===== config.mk =====
export PLATFORM = sky130hd
export DESIGN_NAME = pes_shutdown
export DESIGN_NICKNAME = d
export VERILOG_FILES = /design/src/logic/pes_shutdown.v /design/src/logic/pes_edge_detect.v /design/src/logic/pes_channel_gate.v
export VERILOG_INCLUDE_DIRS = /design/src /design/src/pkg
export SDC_FILE = /design/constraint.sdc
export NUM_CORES = 1
export LEC_CHECK = 0
export BUFFER_PORTS_ARGS = -buffer_cell sky130_fd_sc_hd__buf_2
export CAP_MARGIN = 10
export CORE_ASPECT_RATIO = 1.5
export CORE_MARGIN = 3
export CORE_UTILIZATION = 30
export CTS_CLUSTER_DIAMETER = 80
export DETAILED_ROUTE_END_ITERATION = 6
export PLACE_DENSITY = 0.61
export SLEW_MARGIN = 20
export SYNTH_ARGS = -nofsm -noshare
export SYNTH_HDL_FRONTEND = slang
export SYNTH_SLANG_ARGS = --single-unit
export TNS_END_PERCENT = 5

===== constraint.sdc =====
create_clock -name clk_i -period 2.3 [get_ports clk_i]
set_input_delay 0.115 -clock clk_i [delete_from_list [all_inputs] [get_ports clk_i]]
set_output_delay 0.115 -clock clk_i [all_outputs]
set_load 0.02 [all_outputs]

===== src/pkg/pes_regs.vh =====
// Purpose: register offsets, fields and reset values of the PWM shutdown unit
// Assumes: classic Wishbone slave, 32-bit data, byte addresses
// Notes:   shutdown register index is 0x0E, byte address four times that
`ifndef PES_REGS_VH
`define PES_REGS_VH

`define PES_IDX_SDN        4'hE
`define PES_IDX_IRQ_STAT   4'hF
`define PES_IDX_IRQ_MASK   4'hD
`define PES_IDX_CHAN_EN    4'hC
`define PES_ADDR_W         6
`define PES_NCH            6

`define PES_BIT_FLAG       7
`define PES_BIT_IRQ_EN     6
`define PES_BIT_RESTART    5
`define PES_BIT_LEVEL      4
`define PES_BIT_IN_STATE   2
`define PES_BIT_POLARITY   1
`define PES_BIT_FUNC_EN    0

`define PES_SDN_RESET      8'h00
`define PES_SDN_WMASK      8'hD3

`define PES_EV_ASSERT      0
`define PES_EV_RELEASE     1
`define PES_EV_RESTART     2
`define PES_EV_W           3

`endif


===== src/logic/pes_shutdown.v =====
// Purpose: emergency shutdown control of a six-channel PWM unit
// Assumes: classic Wishbone slave, registers one per aligned word
// Notes:   forced level applied while shutdown active; restart waits for wrap
//
// Added by the designer: the Wishbone register port.
`timescale 1ns/100ps
`include "pes_regs.vh"
module pes_shutdown (
  input  wire                  clk_i,
  input  wire                  rst_i,
  input  wire                  wb_cyc_i,
  input  wire                  wb_stb_i,
  input  wire                  wb_we_i,
  input  wire [`PES_ADDR_W-1:0] wb_adr_i,
  input  wire [3:0]            wb_sel_i,
  input  wire [31:0]           wb_dat_i,
  output reg  [31:0]           wb_dat_o,
  output reg                   wb_ack_o,
  output reg                   wb_err_o,
  input  wire                  shutdown_pin_i,
  input  wire [`PES_NCH-1:0]   pwm_i,
  input  wire [`PES_NCH-1:0]   cnt_zero_i,
  output wire [`PES_NCH-1:0]   pwm_o,
  output reg                   irq_o,
  output reg                   shutdown_irq_o
);
  reg        flag_q;
  reg        irq_en_q;
  reg        level_q;
  reg        polarity_q;
  reg        func_en_q;
  reg        hold_q;
  reg [`PES_NCH-1:0]   chan_en_q;
  reg [`PES_EV_W-1:0]  stat_q;
  reg [`PES_EV_W-1:0]  mask_q;
  reg [31:0] rd_d;
  wire       pin_q;
  wire       active;
  wire       rise;
  wire       fall;
  wire       req;
  wire       wr;
  wire       rd;
  wire [3:0] idx;
  wire       hit;
  wire       wr_sdn;
  wire       restart_ok;
  wire       func_off;
  wire [`PES_NCH-1:0] running;
  wire [7:0] sdn_rd;

  pes_edge_detect u_edge (
    .clk_i      (clk_i),
    .rst_i      (rst_i),
    .pin_i      (shutdown_pin_i),
    .polarity_i (polarity_q),
    .pin_q      (pin_q),
    .active_o   (active),
    .rise_o     (rise),
    .fall_o     (fall)
  );

  // bus decode, one-cycle ack after request, drop next cycle
  assign req  = wb_cyc_i & wb_stb_i & ~wb_ack_o & ~wb_err_o;
  assign idx  = wb_adr_i[5:2];
  assign hit  = (wb_adr_i[1:0] == 2'b00) &&
                (idx == `PES_IDX_SDN || idx == `PES_IDX_IRQ_STAT ||
                 idx == `PES_IDX_IRQ_MASK || idx == `PES_IDX_CHAN_EN);
  assign wr   = req & hit & wb_we_i;
  assign rd   = req & hit & ~wb_we_i;
  assign wr_sdn = wr & (idx == `PES_IDX_SDN) & wb_sel_i[0];

  assign restart_ok = wr_sdn & wb_dat_i[`PES_BIT_RESTART] & ~active;
  assign func_off   = wr_sdn & func_en_q & ~wb_dat_i[`PES_BIT_FUNC_EN];

  // restart bit and bit 3 read zero
  assign sdn_rd = {flag_q, irq_en_q, 1'b0, level_q, 1'b0,
                   pin_q, polarity_q, func_en_q};

  always @* begin
    rd_d = 32'h00000000;
    case (idx)
      `PES_IDX_SDN:      rd_d = {24'h000000, sdn_rd};
      `PES_IDX_IRQ_STAT: rd_d = {29'h00000000, stat_q};
      `PES_IDX_IRQ_MASK: rd_d = {29'h00000000, mask_q};
      `PES_IDX_CHAN_EN:  rd_d = {26'h0000000, chan_en_q};
      default:           rd_d = 32'h00000000;
    endcase
  end

  always @(posedge clk_i) begin
    if (rst_i) begin
      wb_ack_o <= 1'b0;
      wb_err_o <= 1'b0;
      wb_dat_o <= 32'h00000000;
    end else begin
      wb_ack_o <= req & hit;
      wb_err_o <= req & ~hit;
      wb_dat_o <= rd ? rd_d : 32'h00000000;
    end
  end

  // shutdown register fields, channel enable and interrupt mask
  always @(posedge clk_i) begin
    if (rst_i) begin
      flag_q     <= 1'b0;
      irq_en_q   <= 1'b0;
      level_q    <= 1'b0;
      polarity_q <= 1'b0;
      func_en_q  <= 1'b0;
      chan_en_q  <= {`PES_NCH{1'b0}};
      mask_q     <= {`PES_EV_W{1'b0}};
    end else begin
      if (func_en_q && (rise || fall))
        flag_q <= 1'b1;
      else if (wr_sdn && wb_dat_i[`PES_BIT_FLAG])
        flag_q <= 1'b0;
      if (wr_sdn) begin
        irq_en_q   <= wb_dat_i[`PES_BIT_IRQ_EN];
        level_q    <= wb_dat_i[`PES_BIT_LEVEL];
        polarity_q <= wb_dat_i[`PES_BIT_POLARITY];
        func_en_q  <= wb_dat_i[`PES_BIT_FUNC_EN];
      end
      if (wr && idx == `PES_IDX_CHAN_EN && wb_sel_i[0])
        chan_en_q <= wb_dat_i[`PES_NCH-1:0];
      if (wr && idx == `PES_IDX_IRQ_MASK && wb_sel_i[0])
        mask_q <= wb_dat_i[`PES_EV_W-1:0];
    end
  end

  // hold channels after shutdown until restart or disable
  always @(posedge clk_i) begin
    if (rst_i)
      hold_q <= 1'b0;
    else if (func_en_q && active)
      hold_q <= 1'b1;
    else if (restart_ok || func_off)
      hold_q <= 1'b0;
  end

  // sticky status, cleared on read, set wins
  always @(posedge clk_i) begin
    if (rst_i)
      stat_q <= {`PES_EV_W{1'b0}};
    else
      stat_q <= (rd && idx == `PES_IDX_IRQ_STAT ? {`PES_EV_W{1'b0}} : stat_q) |
                {restart_ok, func_en_q & fall, func_en_q & rise};
  end

  always @(posedge clk_i) begin
    if (rst_i) begin
      irq_o          <= 1'b0;
      shutdown_irq_o <= 1'b0;
    end else begin
      irq_o          <= |(stat_q & mask_q);
      shutdown_irq_o <= irq_en_q & flag_q;
    end
  end

  genvar g;
  generate
    for (g = 0; g < `PES_NCH; g = g + 1) begin : g_ch
      pes_channel_gate u_gate (
        .clk_i      (clk_i),
        .rst_i      (rst_i),
        .chan_en_i  (chan_en_q[g]),
        .pwm_i      (pwm_i[g]),
        .cnt_zero_i (cnt_zero_i[g]),
        .force_i    (func_en_q & active),
        .level_i    (level_q),
        .hold_i     (hold_q),
        .pwm_o      (pwm_o[g]),
        .running_o  (running[g])
      );
    end
  endgenerate
endmodule


===== src/logic/pes_edge_detect.v =====
// Purpose: registers the shutdown pin and reports active state and changes
// Assumes: pin synchronous to clk_i
// Notes:   polarity selects which level counts as active
`timescale 1ns/100ps
module pes_edge_detect (
  input  wire clk_i,
  input  wire rst_i,
  input  wire pin_i,
  input  wire polarity_i,
  output reg  pin_q,
  output wire active_o,
  output wire rise_o,
  output wire fall_o
);
  reg prev_q;

  always @(posedge clk_i) begin
    if (rst_i) begin
      pin_q  <= 1'b0;
      prev_q <= 1'b0;
    end else begin
      pin_q  <= pin_i;
      prev_q <= pin_q;
    end
  end

  // level chosen by polarity counts as active
  assign active_o = ~(pin_q ^ polarity_i);
  // only a real pin change counts, a polarity write gives no edge
  assign rise_o   = (pin_q ^ prev_q) & active_o;
  assign fall_o   = (pin_q ^ prev_q) & ~active_o;
endmodule


===== src/logic/pes_channel_gate.v =====
// Purpose: per-channel hold-off until counter wrap, and forced output level
// Assumes: counter-zero indication is one cycle per wrap
// Notes:   output comes from a flip-flop
`timescale 1ns/100ps
module pes_channel_gate (
  input  wire clk_i,
  input  wire rst_i,
  input  wire chan_en_i,
  input  wire pwm_i,
  input  wire cnt_zero_i,
  input  wire force_i,
  input  wire level_i,
  input  wire hold_i,
  output reg  pwm_o,
  output reg  running_o
);
  always @(posedge clk_i) begin
    if (rst_i) begin
      running_o <= 1'b1;
      pwm_o     <= 1'b0;
    end else begin
      if (hold_i)
        running_o <= 1'b0;
      else if (cnt_zero_i)
        running_o <= 1'b1;
      if (chan_en_i && force_i)
        pwm_o <= level_i;
      else if (chan_en_i && running_o && !hold_i)
        pwm_o <= pwm_i;
      else if (chan_en_i)
        pwm_o <= level_i;
      else
        pwm_o <= pwm_i;
    end
  end
endmodule


After elaboration in Yosys (flattened, before gate mapping)
Index checks and enable logic that the tools add are counted.

Bits in writable memories: 0. Register bits after elaboration: 68. Memories kept: 0. Memory bits (read-only): 0. Logic and storage cells: 142. Input bits: 60. Latch bits: 0.

Div/mod/pow operators: 0. Equality and inequality tests: 4. Shifts and indexed selects: 0. Add/subtract/negate cells: 0. Reduce and logical (&&, ||, !) cells: 44. $lt $le $gt $ge: 0. Bitwise gates (word level): 30. $mul: 0. Multiplexer cells: 36.

Operator list (count): $mux 1 (34); $pmux 8 s4 (1); $logic_and 1x1->1 (27); $and 1x1->1 (19); $eq 4x4->1 const B (4); $reduce_bool 2->1 (8); $not 1->1 (7); $logic_or 1x1->1 (5); $and 3x3->3 (1); $mux 3 (1); $or 3x3->3 (1); $reduce_or 3->1 (1); $logic_not 2->1 (1); $reduce_or 2->1 (1); $xor 1x1->1 (2); $logic_not 1->1 (1).

Depth between registers and ports, before layout
Depth after elaboration: 14. Gate-level depth with buffers: 5. Mapped depth without buffers: 3.

Hierarchy
Synthesis repeated with hierarchy kept, for this count alone.

Cell total of the unflattened synthesis: 205. Area total of the unflattened synthesis: 2112.0 um^2.

By module, submodules not included: pes_shutdown (cells an instance 142, area each 1506.4 um^2, seq. area each 600.6 um^2, times used 1); pes_channel_gate (cells an instance 9, area each 85.1 um^2, seq. area each 40.0 um^2, times used 6); pes_edge_detect (cells an instance 9, area each 95.1 um^2, seq. area each 40.0 um^2, times used 1).

Worst setup path before layout
No wires, ideal clock.

Path kind: reg2reg. Start point: reg wb_err_o. End point: reg mask_q[0]. Clock period less this slack: 1.570 ns. Cell stages (with the launch flop): 6. Arrival time: 1.451 ns. Required time: 2.181 ns. Path slack: 0.730 ns. Path buffers: 2. Cells stage by stage: dfxtp_1 -> nand4bb_1 -> buf_2 -> or4_1 -> buf_2 -> mux2i_1.

Longest elaborated chain between the ends: 6.

RTL lines: start, declared (line pes_shutdown.v:19) `output reg wb_err_o,`; start signal, assigned (line pes_shutdown.v:98) `wb_err_o <= req & ~hit;`; $not 1->1 (line pes_shutdown.v:64) `assign req = wb_cyc_i & wb_stb_i & ~wb_ack_o & ~wb_err_o;`; $and 1x1->1 (line pes_shutdown.v:64); $and 1x1->1 (2 in series) (line pes_shutdown.v:69) `assign wr = req & hit & wb_we_i;`; $logic_and 1x1->1 (no source line); $logic_and 1x1->1 (line pes_shutdown.v:126) `` if (wr && idx == `PES_IDX_IRQ_MASK && wb_sel_i[0]) ``; end signal, assigned (line pes_shutdown.v:112) `` mask_q <= {`PES_EV_W{1'b0}}; ``; end signal, assigned (line pes_shutdown.v:127) `` mask_q <= wb_dat_i[`PES_EV_W-1:0]; ``; end, declared (line pes_shutdown.v:35) `` reg [`PES_EV_W-1:0] mask_q; ``.

Every way passes these cells. A chain may end at the register's enable or synchronous reset.

Worst setup path in the final report
Same ends and word-level chain as after synthesis.

==> flow_summary.yaml <==
route:
  drc: 0
  viasPerCell: 4.63
  first_pass_iters: 4
  vias: 1606
  antenna_left: 0
  drt_iter0_drc: 86
  drt-total-wl_mm: 4.69
  post_drt_wl_per_cell_um: 13.5
yosys:
  yosysMostFrequentCell: "dfxtp_1"
  async_reset_ff_share_pct: 0
  synth_edf_count: 0
  synth_top_area_share_pct: 40.8
  synth.largest_area_cell: "dfxtp_1"
  seq_area_frac_synth_pct: 40.8
  avgSynthCellArea_um2: 9.47
  synthCells: 228
  ys_ff_latch: 44
  synthDistinctLibCells: 39
  yosys_most_used_dff: "dfxtp_1"
  synth_area_um2: 2160
  synth.area.top_cells: "dfxtp_1 (41%), buf_4 (10%), mux2i_1 (8.8%), nand2b_1 (7.5%), nand2_1 (2.6%)"
  synth_commonest_cells: "dfxtp_1 (44), buf_4 (30), nand2b_1 (26), mux2i_1 (19), nand2_1 (15)"
  ys_warn_count: 0
placement:
  pre_cts_slack_ns: 0.611
  dp.cells: 339
  gp_congestion: 0.927
  dp_hpwl_mm: 3.64
  port_buffers: 50
layout:
  antennaDiodeCount: 0
  nNetsFinal: 328
  fin_cells: 347
  drive_gt1_share_pct: 24.2
  nFillCells: 735
  syn_to_final_growth_pct: 12.0
grt:
  grt_max_degree: 45
  grt_pass1_vias: 1553
  overflow: 0
  grtUsageTotal_pct: 11.8
  antenna_found_initial: 0
  grt_first_pass_wirelength_mm: 7.31
sta:
  fin_crit_sh_pct: 74.3
  hold_violations: 0
  drv_slew: 0
  min_period_ns: 1.71
  tightest_slew_ns: 0.657
  fin_setup_tns_ns: 0
  maxSlewHeadroom_pct: 56.2
  fmax_mhz: 585
  setup_viol: 0
  worst_slack_ns: 0.591
  rsz0062_at_grt: "false"
  finalClockSkew_ns: 0.00605
floorplan:
  core-area_um2: 6940
  dieArea_um2: 8270
  start_util_pct: 31.1
  io_pins: 102
  die_w_um: 75.3
  core.rowCount: 37
  dieHeight_um: 110
clock_network:
  cts_made_buffers: 5
  cts_buffer_depth: 2
  postCtsSetupBuffers: 0
  cts_root_buf: "clkbuf_8"
  clk_pin_slew_worst_paths_ns: 0.08
  ctsResizeCount: 0
  htree_levels: 2
  clkSinkCount: 44
  cts_tree: "yes"
  ctsHoldBuffers: 0
  clock_latency_ns: 0.30
worst_hold_path:
  min_from: "wb_dat_i[7]"
  worstHoldPathType: "in -> reg"
setup_path:
  critPathLaunch: "wb_err_o"
  r2r-start: "wb_err_o"
  path_max_fanout: 9
  timing.critical_path.required_ns: 2.48
  endpoint_kind: "register"
  crit_path_start_kind: "register"
  critPathKind: "reg -> reg"
  worst_ep_arrival_time_ns: 1.89
power_and_ir_drop:
  power.density_nw_per_um2: 583
  p_leak_uw: 0.00103
  ir_drop_mv: 0.239
job:
  max_cap_violations: 0
status:
  status: "complete, no violations"
-- critical path, stage by stage, from the launching register on --
cell and delay (ns):
dfxtp_1 0.31, nand4bb_1 0.40, or4_1 0.73, mux2i_1 0.16
-- state kept, by name, indices dropped and copies added (netlist names), 3 cells and up --
signal,count
chan_en_q,6
mask_q,3
stat_q,3
wb_dat_o,8
g_ch.u_gate.running_o,6
g_ch.u_gate.pwm_o,6
-- through the flow --
stage                     instance area, µm²  hold WS [ns]  utilization, %  total power, µW
final                                   2420        0.0112            34.8             1410
after global routing                    2420        0.0119            34.8             1470
after CTS                               2420       0.00161            34.8             1430
after detailed placement                2330         0.321            33.5              932
after global placement                  2330         0.317            33.5              930
after floorplan                         2250         0.217               -              917
-- placed cells by master (no fill, tap or decap), types with 2 or more instances in the layout --
master     n
and4b_1    3
nand2b_1  26
and3_1     4
nor2b_1    6
nor3_1     2
o21bai_1   6
and2_1     2
nor4_1     2
dfxtp_1   44
o32ai_1    2
mux2_2     2
conb_1    24
a21oi_1    4
or4_1      2
mux2i_1   19
buf_2     50
nand4_1    2
inv_1      9
and4bb_2   2
clkbuf_1   2
clkbuf_8   6
nand2_1   15
a22oi_1    3
xor2_1     2
o221ai_1   6
nor2_1    10
-- final cells by class --
cell class | instances | area (µm²) | area share (%)
tap | 78 | 97.6 | 4.04
inverter | 9 | 33.8 | 1.40
sequential | 44 | 881 | 36.4
timing repair buffer | 51 | 258 | 10.7
multi-input combinational | 157 | 1060 | 43.8
clock buffer | 8 | 90.1 | 3.72
-- report_power, final --
part,switching [µW],internal [µW]
registers,3.48,769
logic,91.3,49.7
clock network,252,245
-- kinds of logic (layout without fill, tap and decap cells) --
| kind of cell | after synthesis | after routing | share of synthesized area, % |
|---|---|---|---|
| muxes | 22 | 22 | 10.9 |
| and+or+nand+nor | 81 | 81 | 23.1 |
| xor gates and xnor gates | 3 | 3 | 1.22 |
| buffers and inverters | 50 | 68 | 14.2 |
| AOI/OAI and AO/OA | 27 | 27 | 9.62 |
| other | 1 | 24 | 0.174 |
| DFF | 44 | 44 | 40.8 |
-- path summary, 6_finish.rpt --
kind                 end  slack [ns]  cells after the start
max reg2reg    mask_q[0]        0.59                      3
min               flag_q        0.01                      2
min reg2reg  wb_dat_o[7]        0.48                      1
max            mask_q[0]        0.59                      3
-- routing by layer --
layer	routed length, µm	global-route usage (%)	share of wire (%)	vias to the layer above
met3	260	2.74	5.5	8
met5	0	0	0	-
li1	-	-	-	804
met4	108	5.75	2.3	0
met1	1840	13.0	39	742
met2	2490	20.7	53	52
Note: power is estimated with default switching activity, not from simulation.
